<file path="config.mk">
export PLATFORM = sky130hd
export DESIGN_NAME = cascaded_irq_init_sequencer
export DESIGN_NICKNAME = d
export VERILOG_FILES = /design/src/verilog/irq_init_pkg.sv /design/src/verilog/irq_request_sense.sv /design/src/verilog/cascaded_irq_init_sequencer.sv
export SDC_FILE = /design/constraint.sdc
export NUM_CORES = 1
export LEC_CHECK = 0
export ABC_AREA = 1
export BUFFER_PORTS_ARGS = -buffer_cell sky130_fd_sc_hd__buf_2
export CAP_MARGIN = 20
export CORE_ASPECT_RATIO = 2
export CORE_MARGIN = 2
export CORE_UTILIZATION = 45
export CTS_CLUSTER_DIAMETER = 30
export DETAILED_ROUTE_END_ITERATION = 16
export PLACE_DENSITY = 0.69
export SLEW_MARGIN = 0
export SYNTH_ARGS = -nofsm -noshare
export SYNTH_HDL_FRONTEND = slang
export SYNTH_HIERARCHICAL = 1
export SYNTH_SLANG_ARGS = --single-unit
</file>
<file path="constraint.sdc">
create_clock -name clock -period 1.9 [get_ports clock]
set_clock_uncertainty 0.15 [all_clocks]
set_input_delay 0.095 -clock clock [delete_from_list [all_inputs] [get_ports clock]]
set_output_delay 0.095 -clock clock [all_outputs]
set_load 0.02 [all_outputs]
</file>
<file path="src/verilog/irq_init_pkg.sv">
package irq_init_pkg;
  // controller count and widths
  localparam int NUM_CTRL   = 2;
  localparam int IRQ_W      = 8;
  localparam int DATA_W     = 8;
  localparam int ADDR_W     = 16;
  localparam int VEC_BASE_W = 5;
  localparam int LEVEL_W    = 3;

  // host i/o port addresses
  localparam logic [ADDR_W-1:0] PRIMARY_BASE   = 16'h0020;
  localparam logic [ADDR_W-1:0] PRIMARY_DATA   = 16'h0021;
  localparam logic [ADDR_W-1:0] SECONDARY_BASE = 16'h00a0;
  localparam logic [ADDR_W-1:0] SECONDARY_DATA = 16'h00a1;

  // init_word_one field positions, and the low bit of the vector word
  localparam int INIT_SEL_BIT = 4;
  localparam int MODE_REQ_BIT = 0;
  localparam int LEVEL_BIT    = 3;
  localparam int VEC_LSB      = 3;

  // values loaded when initialization starts
  localparam logic [LEVEL_W-1:0] LOWEST_PRIO_INIT = 3'h7;
  localparam logic [LEVEL_W-1:0] SLAVE_ADDR_INIT  = 3'h7;
  localparam logic [IRQ_W-1:0]   MASK_CLEAR       = 8'h00;
  localparam logic [DATA_W-1:0]  MODE_CLEAR       = 8'h00;
  localparam logic [DATA_W-1:0]  WORD_CLEAR       = 8'h00;

  // init sequence state, one-hot
  typedef enum logic [4:0] {
    SEQ_IDLE = 5'h01,
    SEQ_VEC  = 5'h02,
    SEQ_CASC = 5'h04,
    SEQ_MODE = 5'h08,
    SEQ_RDY  = 5'h10
  } seq_state_t;

  // host i/o write
  typedef struct packed {
    logic              strobe;
    logic [ADDR_W-1:0] addr;
    logic [DATA_W-1:0] data;
  } io_wr_t;

  // interrupt acknowledge request
  typedef struct packed {
    logic               strobe;
    logic               ctrl;
    logic [LEVEL_W-1:0] level;
  } ack_req_t;

  // per-controller programmed state
  typedef struct packed {
    logic                  init_done;
    logic                  level_mode;
    logic                  mode_required;
    logic [VEC_BASE_W-1:0] vec_base;
    logic [DATA_W-1:0]     cascade;
    logic [DATA_W-1:0]     mode;
    logic [IRQ_W-1:0]      mask;
    logic [LEVEL_W-1:0]    lowest_prio;
    logic [LEVEL_W-1:0]    slave_addr;
    logic                  special_mask;
    logic                  read_irr;
  } ctrl_status_t;

  // operation-command word forwarded downstream
  typedef struct packed {
    logic              valid;
    logic              ctrl;
    logic [DATA_W-1:0] data;
  } op_word_t;

  // acknowledge answer
  typedef struct packed {
    logic              valid;
    logic [DATA_W-1:0] vector;
  } ack_out_t;

  // vector = stored base above the serviced input number
  function automatic logic [DATA_W-1:0] vector_of(input logic [VEC_BASE_W-1:0] base,
                                                  input logic [LEVEL_W-1:0] level);
    return {base, level};
  endfunction

  // decode one controller port: odd selects base+1
  function automatic logic port_hit(input io_wr_t wr, input int c, input logic odd);
    logic [ADDR_W-1:0] a;
    if (c == 0) begin
      a = odd ? PRIMARY_DATA : PRIMARY_BASE;
    end else begin
      a = odd ? SECONDARY_DATA : SECONDARY_BASE;
    end
    return wr.strobe && (wr.addr == a);
  endfunction
endpackage

</file>
<file path="src/verilog/irq_request_sense.sv">
`timescale 1ns/1ps
module irq_request_sense #(
  parameter int WIDTH = 8
) (
  input  wire logic             clock,
  input  wire logic             rst_n,
  input  wire logic             clk_en,
  input  wire logic             init_start,
  input  wire logic             level_mode,
  input  wire logic [WIDTH-1:0] req,
  input  wire logic [WIDTH-1:0] mask,
  input  wire logic [WIDTH-1:0] clear,
  output logic      [WIDTH-1:0] pending_reg
);
  ////////////////////////////////////////////////////////////////////////////
  // state of the sense stage
  typedef struct packed {
    logic [WIDTH-1:0] prev;    // request level seen last cycle
    logic [WIDTH-1:0] latched; // captured edges awaiting service
    logic [WIDTH-1:0] pend;    // unmasked pending view
  } sense_state_t;

  sense_state_t state_reg;   // registered state
  sense_state_t state_next;  // next state

  ////////////////////////////////////////////////////////////////////////////
  // edge or level capture
  always_comb begin
    state_next = state_reg;
    if (init_start) begin
      // prev forced high so a line must fall and rise again
      state_next.prev    = '1;
      state_next.latched = '0;
    end else begin
      state_next.prev    = req;
      // a new edge outranks an acknowledge of the same input in one cycle
      state_next.latched = (state_reg.latched & ~clear) | (req & ~state_reg.prev);
    end
    // level mode follows the line, edge mode the latch; nothing right after init
    if (init_start) begin
      state_next.pend = '0;
    end else if (level_mode) begin
      state_next.pend = req & ~mask;
    end else begin
      state_next.pend = state_next.latched & ~mask;
    end
  end

  // register, frozen while clk_en is low
  always_ff @(posedge clock or negedge rst_n) begin
    if (!rst_n) begin
      state_reg <= '{prev: '1, latched: '0, pend: '0};
    end else if (clk_en) begin
      state_reg <= state_next;
    end
  end

  assign pending_reg = state_reg.pend;
endmodule

</file>
<file path="src/verilog/cascaded_irq_init_sequencer.sv">
`timescale 1ns/1ps
module cascaded_irq_init_sequencer
  import irq_init_pkg::*;
#(
  parameter logic LEVEL_FIXED_HIGH = 1'b0 // variant that ignores the sense bit
) (
  input  wire logic                                       clock,
  input  wire logic                                       rst_n,
  input  wire logic                                       clk_en,
  input  wire irq_init_pkg::io_wr_t                       io_wr,
  input  wire irq_init_pkg::ack_req_t                     ack_req,
  input  wire logic [irq_init_pkg::NUM_CTRL-1:0]
                    [irq_init_pkg::IRQ_W-1:0]             irq_req,
  output irq_init_pkg::ctrl_status_t [irq_init_pkg::NUM_CTRL-1:0] status_reg,
  output irq_init_pkg::op_word_t                          op_word_reg,
  output irq_init_pkg::ack_out_t                          ack_reg,
  output logic [irq_init_pkg::NUM_CTRL-1:0]
               [irq_init_pkg::IRQ_W-1:0]                  pending_reg
);
  import irq_init_pkg::*;

  // both controllers share one host write port and one acknowledge port;
  // each write touches at most one controller, since the four ports differ
  // the sequencer programs state, answers acknowledges and senses requests; priority resolution and the command
  // words themselves live downstream and see op_word_reg
  // every register here is frozen as a whole while clk_en is low, so a
  // host write or acknowledge seen in a frozen cycle is simply not taken
  // software must space its writes so that each lands in an enabled cycle

  ////////////////////////////////////////////////////////////////////////////
  // state of both controllers
  // the sequence position and the programmed values travel together
  typedef struct packed {
    seq_state_t   seq; // where the init sequence stands
    ctrl_status_t st;  // programmed values
  } ctrl_state_t;

  typedef struct packed {
    ctrl_state_t [NUM_CTRL-1:0] ctl; // per controller
    op_word_t                   op;  // forwarded command word
    ack_out_t                   ack; // acknowledge vector
  } top_state_t;

  top_state_t                           state_reg;  // registered state
  top_state_t                           state_next; // next state
  logic [NUM_CTRL-1:0]                  init_start; // init word seen this cycle
  logic [NUM_CTRL-1:0][IRQ_W-1:0]       ack_clear;  // pending bit to drop

  ////////////////////////////////////////////////////////////////////////////
  // reset value of one controller
  function automatic ctrl_state_t ctrl_reset();
    ctrl_state_t s;
    s                = '0;
    s.seq            = SEQ_IDLE;
    s.st.mask        = MASK_CLEAR;
    s.st.lowest_prio = LOWEST_PRIO_INIT;
    s.st.slave_addr  = SLAVE_ADDR_INIT;
    s.st.read_irr    = 1'b1;
    s.st.level_mode  = LEVEL_FIXED_HIGH;
    return s;
  endfunction

  // reset image as a constant, so the asynchronous branch loads no logic
  localparam ctrl_state_t CTRL_RST = ctrl_reset();

  ////////////////////////////////////////////////////////////////////////////
  // host write decode and init sequencing
  // an init word wins over anything the same controller had in flight, so
  // software can recover from a half-finished sequence by starting again
  // pulse outputs fall back to zero each cycle unless a write or acknowledge renews them
  always_comb begin
    state_next           = state_reg;
    state_next.op.valid  = 1'b0;
    state_next.ack.valid = 1'b0;
    init_start           = '0;
    ack_clear            = '0;
    for (int c = 0; c < NUM_CTRL; c++) begin
      // only the documented host i/o ports decode
      if (port_hit(io_wr, c, 1'b0) && io_wr.data[INIT_SEL_BIT]) begin
        // init word, accepted in any state
        // defaults load at once; the old vector and cascade words stay
        // until the new sequence rewrites them
        init_start[c]                        = 1'b1;
        state_next.ctl[c].seq                = SEQ_VEC;
        state_next.ctl[c].st.init_done       = 1'b0;
        state_next.ctl[c].st.mask            = MASK_CLEAR;
        state_next.ctl[c].st.lowest_prio     = LOWEST_PRIO_INIT;
        state_next.ctl[c].st.slave_addr      = SLAVE_ADDR_INIT;
        state_next.ctl[c].st.special_mask    = 1'b0;
        state_next.ctl[c].st.read_irr        = 1'b1;
        // bits 7..5, 2 and 1 are not decoded
        state_next.ctl[c].st.mode_required   = io_wr.data[MODE_REQ_BIT];
        if (LEVEL_FIXED_HIGH) begin
          state_next.ctl[c].st.level_mode    = 1'b1;
        end else begin
          state_next.ctl[c].st.level_mode    = io_wr.data[LEVEL_BIT];
        end
        // without a mode word its functions fall to zero
        if (!io_wr.data[MODE_REQ_BIT]) begin
          state_next.ctl[c].st.mode          = MODE_CLEAR;
        end
      end else if (port_hit(io_wr, c, 1'b0)) begin
        // base write with bit 4 low: command word once ready
        // before that it is dropped silently, as there is nothing to
        // command until the sequence has finished
        if (state_reg.ctl[c].seq == SEQ_RDY) begin
          state_next.op.valid = 1'b1;
          state_next.op.ctrl  = c[0];
          state_next.op.data  = io_wr.data;
        end
      end else if (port_hit(io_wr, c, 1'b1)) begin
        // base+1 follows the sequence until it completes
        case (state_reg.ctl[c].seq)
          SEQ_VEC: begin
            // only the top five bits count; the low three are filled in
            // with the serviced input number at acknowledge time
            state_next.ctl[c].st.vec_base = io_wr.data[DATA_W-1:VEC_LSB];
            state_next.ctl[c].seq         = SEQ_CASC;
          end
          SEQ_CASC: begin
            // the cascade word is stored as written; its meaning differs
            // between primary and secondary and is left to the cascade logic
            state_next.ctl[c].st.cascade = io_wr.data;
            if (state_reg.ctl[c].st.mode_required) begin
              state_next.ctl[c].seq = SEQ_MODE;
            end else begin
              state_next.ctl[c].seq          = SEQ_RDY;
              state_next.ctl[c].st.init_done = 1'b1;
            end
          end
          SEQ_MODE: begin
            state_next.ctl[c].st.mode      = io_wr.data;
            state_next.ctl[c].seq          = SEQ_RDY;
            state_next.ctl[c].st.init_done = 1'b1;
          end
          SEQ_RDY: begin
            // complete: base+1 now writes the mask
            state_next.ctl[c].st.mask = io_wr.data;
          end
          default: begin
            // idle: nothing programmed yet, write ignored
            state_next.ctl[c].seq = state_reg.ctl[c].seq;
          end
        endcase
      end
    end
    // acknowledge: base above the input number
    // the base is the one stored before this edge; a vector word written in
    // the same cycle only affects later acknowledges
    // the serviced input's edge latch is dropped in the sense stage
    if (ack_req.strobe) begin
      state_next.ack.valid  = 1'b1;
      state_next.ack.vector = vector_of(state_reg.ctl[ack_req.ctrl].st.vec_base,
                                        ack_req.level);
      ack_clear[ack_req.ctrl][ack_req.level] = 1'b1;
    end
  end

  ////////////////////////////////////////////////////////////////////////////
  // register, frozen while clk_en is low
  // reset leaves both controllers idle: base+1 writes are dropped and no
  // command word passes until a full sequence has been written
  always_ff @(posedge clock or negedge rst_n) begin
    if (!rst_n) begin
      state_reg <= '{ctl: {NUM_CTRL{CTRL_RST}}, op: '0, ack: '0};
    end else if (clk_en) begin
      state_reg <= state_next;
    end
  end

  ////////////////////////////////////////////////////////////////////////////
  // request sensing, one stage per controller
  // the stage sees the sense mode and mask already registered here, so a
  // change takes effect one cycle after the write that makes it
  // init_start reaches it in the same cycle so edge history restarts at once
  for (genvar g = 0; g < NUM_CTRL; g++) begin : g_sense
    irq_request_sense #(
      .WIDTH (IRQ_W)
    ) u_sense (
      .clock       (clock),
      .rst_n       (rst_n),
      .clk_en      (clk_en),
      .init_start  (init_start[g]),
      .level_mode  (state_reg.ctl[g].st.level_mode),
      .req         (irq_req[g]),
      .mask        (state_reg.ctl[g].st.mask),
      .clear       (ack_clear[g]),
      .pending_reg (pending_reg[g])
    );
  end

  ////////////////////////////////////////////////////////////////////////////
  // outputs straight from the state register
  // no gating on the way out: every port bit is a flip-flop output
  always_comb begin
    for (int c = 0; c < NUM_CTRL; c++) begin
      status_reg[c] = state_reg.ctl[c].st;
    end
  end
  assign op_word_reg = state_reg.op;
  assign ack_reg     = state_reg.ack;
endmodule

</file>
==> results of run 1 <==
-- metal layers --
layer	GRT usage	share of wire	up-vias
met5	0	0	-
met4	0.119	0.047	0
met3	0.0366	0.045	53
met2	0.390	0.54	195
met1	0.255	0.37	3010
li1	-	-	3145
-- power breakdown --
part           total [mW]  internal, mW  leakage, nW  switching, mW
Combinational       0.705         0.252         3.04          0.453
Sequential           3.18          3.13         1.75         0.0455
Clock                3.29          1.97        0.264           1.32
Total                7.17          5.36         5.06           1.82
-- kinds of logic after synthesis --
logic type | count (synthesis) | share of synthesized area
and+or+nand+nor | 458 | 0.261
buffers and inverters | 255 | 0.188
DFF | 141 | 0.462
AOI/OAI and AO/OA | 124 | 0.0893
other | 2 | 0.000976
-- cells in the final DEF (no fill, tap or decap), types with 2 or more instances in the layout --
cell / instances
nor3_2: 6
nor2_2: 4
nor3_1: 13
clkinv_4: 2
buf_4: 20
clkinvlp_4: 7
conb_1: 16
buf_12: 8
nand2_2: 6
dlygate4sd3_1: 31
dfstp_2: 18
a21oi_1: 40
nand2_1: 268
buf_2: 146
inv_1: 119
nand4_1: 10
nor2_1: 98
o21ai_1: 14
dfrtp_1: 123
o21ai_2: 4
o211ai_1: 8
inv_2: 3
nand3_4: 3
o21ai_0: 53
bufinv_16: 2
nand3_1: 26
clkbuf_16: 17
o2111ai_1: 2
nand2_4: 7
nand3b_1: 9
nor2_4: 4
-- final cells by class --
type | instances | share of cell area
Clock buffer | 19 | 0.0491
Inverter | 123 | 0.0511
Sequential cell | 141 | 0.393
Timing Repair Buffer | 206 | 0.151
Clock inverter | 13 | 0.0159
Multi-Input combinational cell | 598 | 0.311
Tap cell | 207 | 0.0287
-- path summary, 6_finish.rpt --
kind	startpoint	endpoint	slack, ns	cells after the start
max	io_wr[9]	status_reg[23]	0.10	12
min	io_wr[11]	state_reg[63]	-0.03	5
max reg2reg	state_reg[59]	status_reg[23]	0.15	7
min reg2reg	g_sense[1].u_sense/state_reg[19]	g_sense[1].u_sense/state_reg[19]	0.32	2
max in group asynchronous	rst_n	g_sense[0].u_sense/state_reg[21]	1.13	3
min in group asynchronous	rst_n	g_sense[1].u_sense/state_reg[21]	0.10	2
-- stage by stage --
step / power (mW) / hold WS [ns] / worst slack (ns) / TNS, ns / instances
floorplan: 3.64 / -0.351 / 0.230 / 0 / 994
global placement: 3.85 / -0.140 / -0.00566 / -0.0109 / 1232
detailed placement: 3.87 / -0.136 / -0.0402 / -0.194 / 1232
CTS: 7.22 / 0.0102 / 0.0273 / 0 / 1297
global route: 7.45 / 0.0164 / -0.0134 / -0.0311 / 1307
finish: 7.17 / -0.0264 / 0.103 / 0 / 1307
-- timing repair --
item / CTS / global route
cloned: 0 / 0
gates resized for setup: 1 / 11
setup buffers: 0 / 11
pin swaps: 0 / 4
endpoints found under the setup margin: 8 / 93
endpoints found under the hold margin: 212 / 0
hold buffers: 33 / 0
-- worst reg2reg max path, stage by stage (launching register included) --
cell and delay [ns]:
dfstp_2 0.54, nor2_1 0.06, nand4_1 0.14, nand2_1 0.07, nand2_1 0.10, clkinv_1 0.27
nand3_1 0.22, nand2_1 0.07
==> reports/results.ini, run 1 <==
[floorplan]
die_h_um=189
die_area_um2=18200
start_util=0.459
num_io_pins=164
design.core.area_um2=16800
fp.dieW_um=96.5
rows=67

[detailed_routing]
drc=0
antenna_left=0
firstDrtPassIters=4
wl_per_cell_um=15.0
via_per_inst=4.90
finalWirelength_um=19700
vias=6403
initialDrtViolationCount=322

[sta]
slew_violations=0
relSlewSlack=0.663
hold_violations=1
max_slew.worst_pin.slew_ns=0.505
layout_min_cycle_time_ns=1.80
fmax_mhz=556
setup_viol_count_final=0
fin_crit_sh=0.946
whs_ns=-0.0264

[critical_path]
path_class=input port to register
critPathLaunchType=input port
endpoint_kind=register
arrival_ns=1.95
slowest_delay_ns=0.52
worstPathRequired_ns=2.05
cp_top_family=buffers and inverters
path_cells=dlygate4sd3_1 -> buf_2 -> nor2_1 -> nand2_1 -> inv_2 -> nand3_4 -> nor2_4 -> buf_4 -> buf_4 -> nor2_1 -> nand3_1 -> nand2_1
cp_max_fo=7
crit_buf_inv=5
crit_slowest_cell=dlygate4sd3_1

[grt]
grt_pass1_wl_um=30800
first_global_vias=6183
track_usage=0.224
grt.overflow.total=0
grt_max_degree=56
grt_antenna_before_repair=0

[synth]
synthFlopType=dfrtp_1
synth-seq-cells=141
syn_inst=980
synthArstFlopShare=1.00
seq_area_frac_synth=0.462
avgSynthCellArea_um2=7.85
yosysMostFrequentCell=nand2_1
synth_common_cells=nand2_1 (269), dfrtp_1 (123), inv_1 (120)
synth_cell_types=34
synth-edff-count=0
yosys-top-cells-area=dfrtp_1 (40%), nand2_1 (13%), buf_4 (11%), dfstp_2 (6.1%), inv_1 (5.9%)
synth_top_area_cell=dfrtp_1
synth_top_area_frac=0.400
yosys_warnings=6
netlist_area_um2=7690

[final_layout]
multiInputGateArea_um2=2810
final_area_um2=9030
drive_gt1_frac=0.243
syn_to_final_growth_pct=17.4
nets=1136
utilization=0.539
fillers=1647
largest_register_ff_count=64
seqCellArea_um2=3550
antennaDiodeCount=0

[job]
maxCapViolations=0

[placed_design]
gp_congestion=0.886
portBuffers=147
place_area_um2=7950
hpwlAfterDp_um=14700

[power_and_ir_drop]
p_per_area_nw_per_um2=794
p_leak_nw=5.06
irDropWorstVdd_mv=0.586

[min_path]
min_path_type=input port to register

[clock_network]
cts_buffers=17
clock_latency_ns=0.42
clockBufferDepth=2
cts_tree=yes
h-tree-depth=4
clock-sinks=141
path_clk_slew_ns=0.07
cts-root-buf=clkbuf_16

[status]
status=finished, violations left
violations=hold timing

(Power assumes the default switching activity.)
==> inputs of run 2 (changes only) <==
PLACE_DENSITY = 0.68   (was 0.69)
REMOVE_ABC_BUFFERS = 1   (was default)
==> run 2 against run 1 <==
  * The flow now finishes without violations
  * Worst hold slack better by 0.060 ns
  * Maximum frequency is 1.9% lower
  * Sequential cell count stayed put
  * First-iteration DRC count is 13% higher
  * Critical path type unchanged
==> reports/results.ini, run 2 (synthesis gave the netlist of run 1 again) <==
[final_layout]
largest_register_ff_count=64  ; unchanged
syn_to_final_growth_pct=17.7
nets=1138  ; +0.18%
mostFrequentLayoutCells=nand2_1 (266), buf_2 (146), dfrtp_1 (123)
seqCellArea_um2=3550  ; unchanged
drive_gt1_frac=0.243  ; +0.000688
multiInputGateArea_um2=2830  ; +0.58%
antennaDiodeCount=0  ; unchanged
fillers=1651  ; +0.24%
final_common_cell=nand2_1

[detailed_routing]
initialDrtViolationCount=364  ; +13%
drc=0  ; unchanged
antenna_left=0  ; unchanged
wl_per_cell_um=14.8  ; -1.3%
firstDrtPassIters=6  ; +2
finalWirelength_um=19400  ; -1.2%
via_per_inst=4.89  ; -0.17%
vias=6397  ; -0.094%

[clock_network]
cts-root-buf=clkbuf_16
clock-sinks=141  ; unchanged
clock_latency_ns=0.42  ; about the same
h-tree-depth=4  ; unchanged
path_clk_slew_ns=0.06  ; about the same
cts_tree=yes
clockBufferDepth=2  ; unchanged
cts_buffers=17  ; unchanged

[floorplan]
fp.dieW_um=96.5  ; unchanged
start_util=0.459  ; unchanged
rows=67  ; unchanged
die_area_um2=18200  ; unchanged
die_h_um=189  ; unchanged
num_io_pins=164  ; unchanged
design.core.area_um2=16800  ; unchanged

[critical_path]
path_cells=dlygate4sd3_1 -> buf_2 -> nor3_2 -> dlygate4sd3_1 -> o2111ai_1 -> nor2_1 -> a21oi_1
endpoint_kind=register
critPathLaunchType=input port
arrival_ns=1.98  ; +0.03 ns
path_class=input port to register
cpMostUsedCell=dlygate4sd3_1
cp_max_fo=4  ; -3
worstPathRequired_ns=2.04  ; about the same
crit_slowest_cell=dlygate4sd3_1
slowest_delay_ns=0.58  ; +0.06 ns
ff2ff_setup_slack_ns=0.22  ; +0.07 ns

[grt]
grt.overflow.total=0  ; unchanged
busiest_layer=met2
met3_usage=0.0350  ; -0.00159
grt_antenna_before_repair=0  ; unchanged
grt_max_degree=52  ; -7.1%
grt_pass1_wl_um=30800  ; -0.20%
track_usage=0.222  ; -0.00140
first_global_vias=6333  ; +2.4%
grt_use_met2=0.384  ; -0.00534
met1_usage=0.252  ; -0.00294

[placed_design]
gp_congestion=0.847  ; -4.4%
hpwlAfterDp_um=14600  ; -0.69%
portBuffers=147  ; unchanged

[sta]
fin_crit_sh=0.965  ; +0.0186
hold_violations=0  ; -1
max_slew.worst_pin.slew_ns=0.704  ; +0.199 ns
fin_tns_setup_ns=0  ; unchanged
relSlewSlack=0.530  ; -0.133
slew_violations=0  ; unchanged
layout_min_cycle_time_ns=1.83  ; +0.0354 ns
rsz0062_at_grt=yes
fmax_mhz=546  ; -1.9%
setup_viol_count_final=0  ; unchanged

[power_and_ir_drop]
finalPower_mw=7.23  ; +0.80%
p_leak_nw=5.08  ; +0.54%
p_per_area_nw_per_um2=798  ; +0.52%
irDropWorstVdd_mv=0.519  ; -11%

[job]
maxCapViolations=0  ; unchanged

[min_path]
min_path_type=input port to async pin

[status]
status=finished, final reports clean

[run 2: layer usage]
metal | share of wire | vias up
met4 | 0.052 | 0
li1 | - | 3144
met5 | 0 | -
met1 | 0.38 | 3014
met2 | 0.53 | 184
met3 | 0.041 | 55
[run 2: power breakdown]
| part | total [mW] | leakage (nW) | switching [mW] | internal (mW) |
|---|---|---|---|---|
| clock network | 3.36 | 0.290 | 1.21 | 2.16 |
| logic | 0.689 | 3.04 | 0.446 | 0.243 |
| registers | 3.18 | 1.75 | 0.0447 | 3.13 |
[run 2: final timing paths]
path,startpoint,endpoint,depth (start not counted)
max,io_wr[9],state_reg[61],7
min in group clock,io_wr[8],state_reg[63],4
min reg2reg,op_word_reg[8],op_word_reg[8],2
max in group asynchronous,rst_n,g_sense[1].u_sense/state_reg[23],3
max reg2reg,state_reg[59],status_reg[19],8
min,rst_n,state_reg[105],2
[run 2: area by class of cell]
type,instances,share of cell area
tap,207,0.0286
multi-input combinational,598,0.312
inverter,123,0.0514
clock buffer,24,0.0532
clock inverter,7,0.0124
sequential,141,0.392
timing repair buffer,208,0.150
[run 2: per-stage QoR]
step / hold slack (ns) / setup WS [ns] / cells / instance area, um^2 / util
after floorplan: -0.351 / 0.257 / 862 / 6760 / -
after global placement: -0.0823 / 0.131 / 1228 / 7890 / 0.471
after detailed placement: -0.0701 / 0.0376 / 1228 / 7890 / 0.471
after CTS: 0.0205 / 0.0415 / 1293 / 8830 / 0.526
after global routing: 0.0565 / -0.0562 / 1308 / 9050 / 0.540
final: 0.0336 / 0.0674 / 1308 / 9050 / 0.540
[run 2: critical path: cells and delay by family]
family	cells	cell delay [ns]
and+or+nand+nor	2	0.42
buffers and inverters	3	1.26
AOI/OAI and AO/OA	2	0.20
[run 2: repair_timing]
item,4_1_cts,5_1_grt
setup endpoints to repair,0,88
hold buffers,34,0
hold endpoints to repair,210,0
gates resized for setup,0,20
setup buffers,0,15
==> inputs of run 3 (changes only) <==
BUFFER_PORTS_ARGS = -buffer_cell sky130_fd_sc_hd__buf_4   (was -buffer_cell sky130_fd_sc_hd__buf_2)
SETUP_SLACK_MARGIN = 0.4   (was default)
==> run 3 against run 2 <==
  * The flow now finishes with violations (hold timing)
  * Setup slack improved by 0.13 ns
  * Highest routed layer unchanged
  * Critical path type is now register to register
  * First-iteration DRC count rose by 11%
  * Largest cell class unchanged
  * Combinational power increased by 6.8%
  * Total power up 1.6%
  * Largest power group unchanged
==> reports/results.ini, run 3 (synthesis gave the netlist of run 1 again) <==
[status]
status=finished, violations left
violations=hold timing

[sta]
fin_crit_sh=0.897  ; -0.0676
setup_ws_ns=0.196  ; +0.128 ns
fin_tns_setup_ns=0  ; unchanged
fmax_mhz=587  ; +7.5%
slew_violations=0  ; unchanged
setup_viol_count_final=0  ; unchanged
layout_min_cycle_time_ns=1.70  ; -0.128 ns
max_slew.worst_pin.slew_ns=0.718  ; +0.0144 ns
relSlewSlack=0.521  ; -0.00964
whs_ns=-0.00962  ; -0.0432 ns
rsz0062_at_grt=yes
hold_violations=10  ; +10

[detailed_routing]
wl_met3_um=865  ; +7.5%
antenna_left=0  ; unchanged
via_per_inst=4.95  ; +1.3%
drc=0  ; unchanged
vias=6563  ; +2.6%
routed-wl-met2_um=11500  ; +11%
wl_per_cell_um=15.8  ; +6.6%
finalWirelength_um=21000  ; +8.0%
wl_met1_um=7670  ; +5.1%
firstDrtPassIters=5  ; -1
maxUsedRoutingLayer=met4
initialDrtViolationCount=404  ; +11%

[critical_path]
cp_top_family=flip-flops
startpoint=state_reg[59]
crit_slowest_cell=dfstp_2
slowest_delay_ns=0.54  ; -0.04 ns
path_class=register to register
rr_worst_depth=7  ; -1
worstPathRequired_ns=2.06  ; +0.02 ns
endpoint_kind=register
cpMostUsedCell=buf_4
r2r_start=state_reg[59]
r2r_end=op_word_reg[9]
crit_buf_inv=3  ; unchanged
cp_max_fo=3  ; -1
ff2ff_setup_slack_ns=0.20  ; -0.02 ns
arrival_ns=1.86  ; -0.12 ns
critPathLaunchType=register
path_cells=nor2_2 -> inv_1 -> nor3_4 -> buf_4 -> buf_4 -> a31oi_1 -> o21ai_1

[power_and_ir_drop]
intPower_mw=5.53  ; -0.13%
combPwrFrac=0.100  ; +0.005
p_per_area_nw_per_um2=752  ; -5.8%
p_seq_frac=0.433  ; -0.007
netSwitchingFraction=0.247  ; +0.0128
p_leak_nw=5.25  ; +3.3%
irDropWorstVdd_mv=0.561  ; +8.0%
power_frac_clock=0.467  ; +0.002
switchingPower_mw=1.82  ; +7.1%

[clock_network]
clock_latency_ns=0.43  ; about the same
cts-root-buf=clkbuf_16
h-tree-depth=4  ; unchanged
path_clk_slew_ns=0.06  ; about the same
cts_tree=yes
clockBufferDepth=2  ; unchanged
clock-sinks=141  ; unchanged
cts_buffers=17  ; unchanged

[floorplan]
fp.dieW_um=96.5  ; unchanged
start_util=0.459  ; unchanged
die_h_um=189  ; unchanged
num_io_pins=164  ; unchanged
design.core.area_um2=16800  ; unchanged
rows=67  ; unchanged
die_area_um2=18200  ; unchanged

[final_layout]
nets=1154  ; +1.4%
drive_gt1_frac=0.286  ; +0.0428
fin_cells=1325  ; +1.3%
final_common_cell=nand2_1
syn_to_final_growth_pct=26.9
mostFrequentLayoutCells=nand2_1 (246), buf_4 (170), dfrtp_1 (123)
fillers=1540  ; -6.7%
antennaDiodeCount=0  ; unchanged
largest_register_ff_count=64  ; unchanged

[grt]
first_global_vias=6335  ; +0.032%
grt_antenna_before_repair=0  ; unchanged
track_usage=0.230  ; +0.00731
grt.overflow.total=0  ; unchanged
grt_max_degree=54  ; +3.8%
grt_pass1_wl_um=31600  ; +2.7%

[job]
maxCapViolations=0  ; unchanged

[min_path]
min_path_type=input port to async pin

[placed_design]
place_inst=1226  ; -0.16%
gp_congestion=0.903  ; +6.7%
hpwlAfterDp_um=14800  ; +1.3%
portBuffers=147  ; unchanged
dp_slack_ns=0.0734  ; +0.0358 ns

[run 3: power by group through the flow]
| stage | Sequential, mW | Combinational, mW | Clock [mW] |
|---|---|---|---|
| after global placement | 3.23 | 0.641 | 0 |
| after floorplan | 3.25 | 0.314 | 0 |
| after global routing | 3.19 | 0.831 | 3.62 |
| after CTS | 3.18 | 0.722 | 3.49 |
| final | 3.18 | 0.736 | 3.43 |
| after detailed placement | 3.23 | 0.652 | 0 |
[run 3: timing repair]
| item | in CTS | in global routing |
|---|---|---|
| gates cloned | 0 | 3 |
| resized for setup | 23 | 62 |
| endpoints found under the setup margin | 66 | 99 |
| pin swaps | 20 | 28 |
| setup buffers | 6 | 15 |
| hold buffers | 43 | 0 |
| endpoints found under the hold margin | 223 | 0 |
[run 3: stage by stage]
stage	hold WS [ns]	utilization	total power, mW	instance area [um^2]
floorplan	-0.351	-	3.56	6760
global placement	-0.116	0.491	3.87	8230
detailed placement	-0.115	0.491	3.88	8230
CTS	-0.0175	0.561	7.39	9400
global route	0.0116	0.582	7.64	9760
finish	-0.00962	0.582	7.34	9760
[run 3: layout make-up]
cell class	instances	area, um^2	area share
repair inverters	2	13.8	0.00141
flip-flops and latches	141	3550	0.364
inverters	123	477	0.0488
clock inverters	12	161	0.0165
repair buffers	221	1840	0.188
clock buffers	20	447	0.0457
multi-input cells	599	3020	0.309
well taps	207	259	0.0265
[run 3: metal layers]
metal  vias to the layer above  track usage
met5                         -            0
met4                         0        0.119
met3                        56       0.0362
met2                       221        0.413
met1                      3102        0.251
li1                       3184            -
[run 3: worst register-to-register path, stage by stage (launching register included)]
cell,delay [ns]
dfstp_2,0.54
nor2_2,0.05
inv_1,0.11
nor3_4,0.07
buf_4,0.14
buf_4,0.12
a31oi_1,0.30
o21ai_1,0.11
[run 3: worst max path at each step]
stage                                       endpoint  slack [ns]  depth (start not counted)
floorplan                             op_word_reg[0]        0.26                          8
global placement    g_sense[0].u_sense/state_reg[10]        0.12                         11
detailed placement                    status_reg[11]        0.07                          6
CTS                                   status_reg[11]        0.34                          8
global route                          op_word_reg[9]        0.14                          7
finish                                op_word_reg[9]        0.20                          7
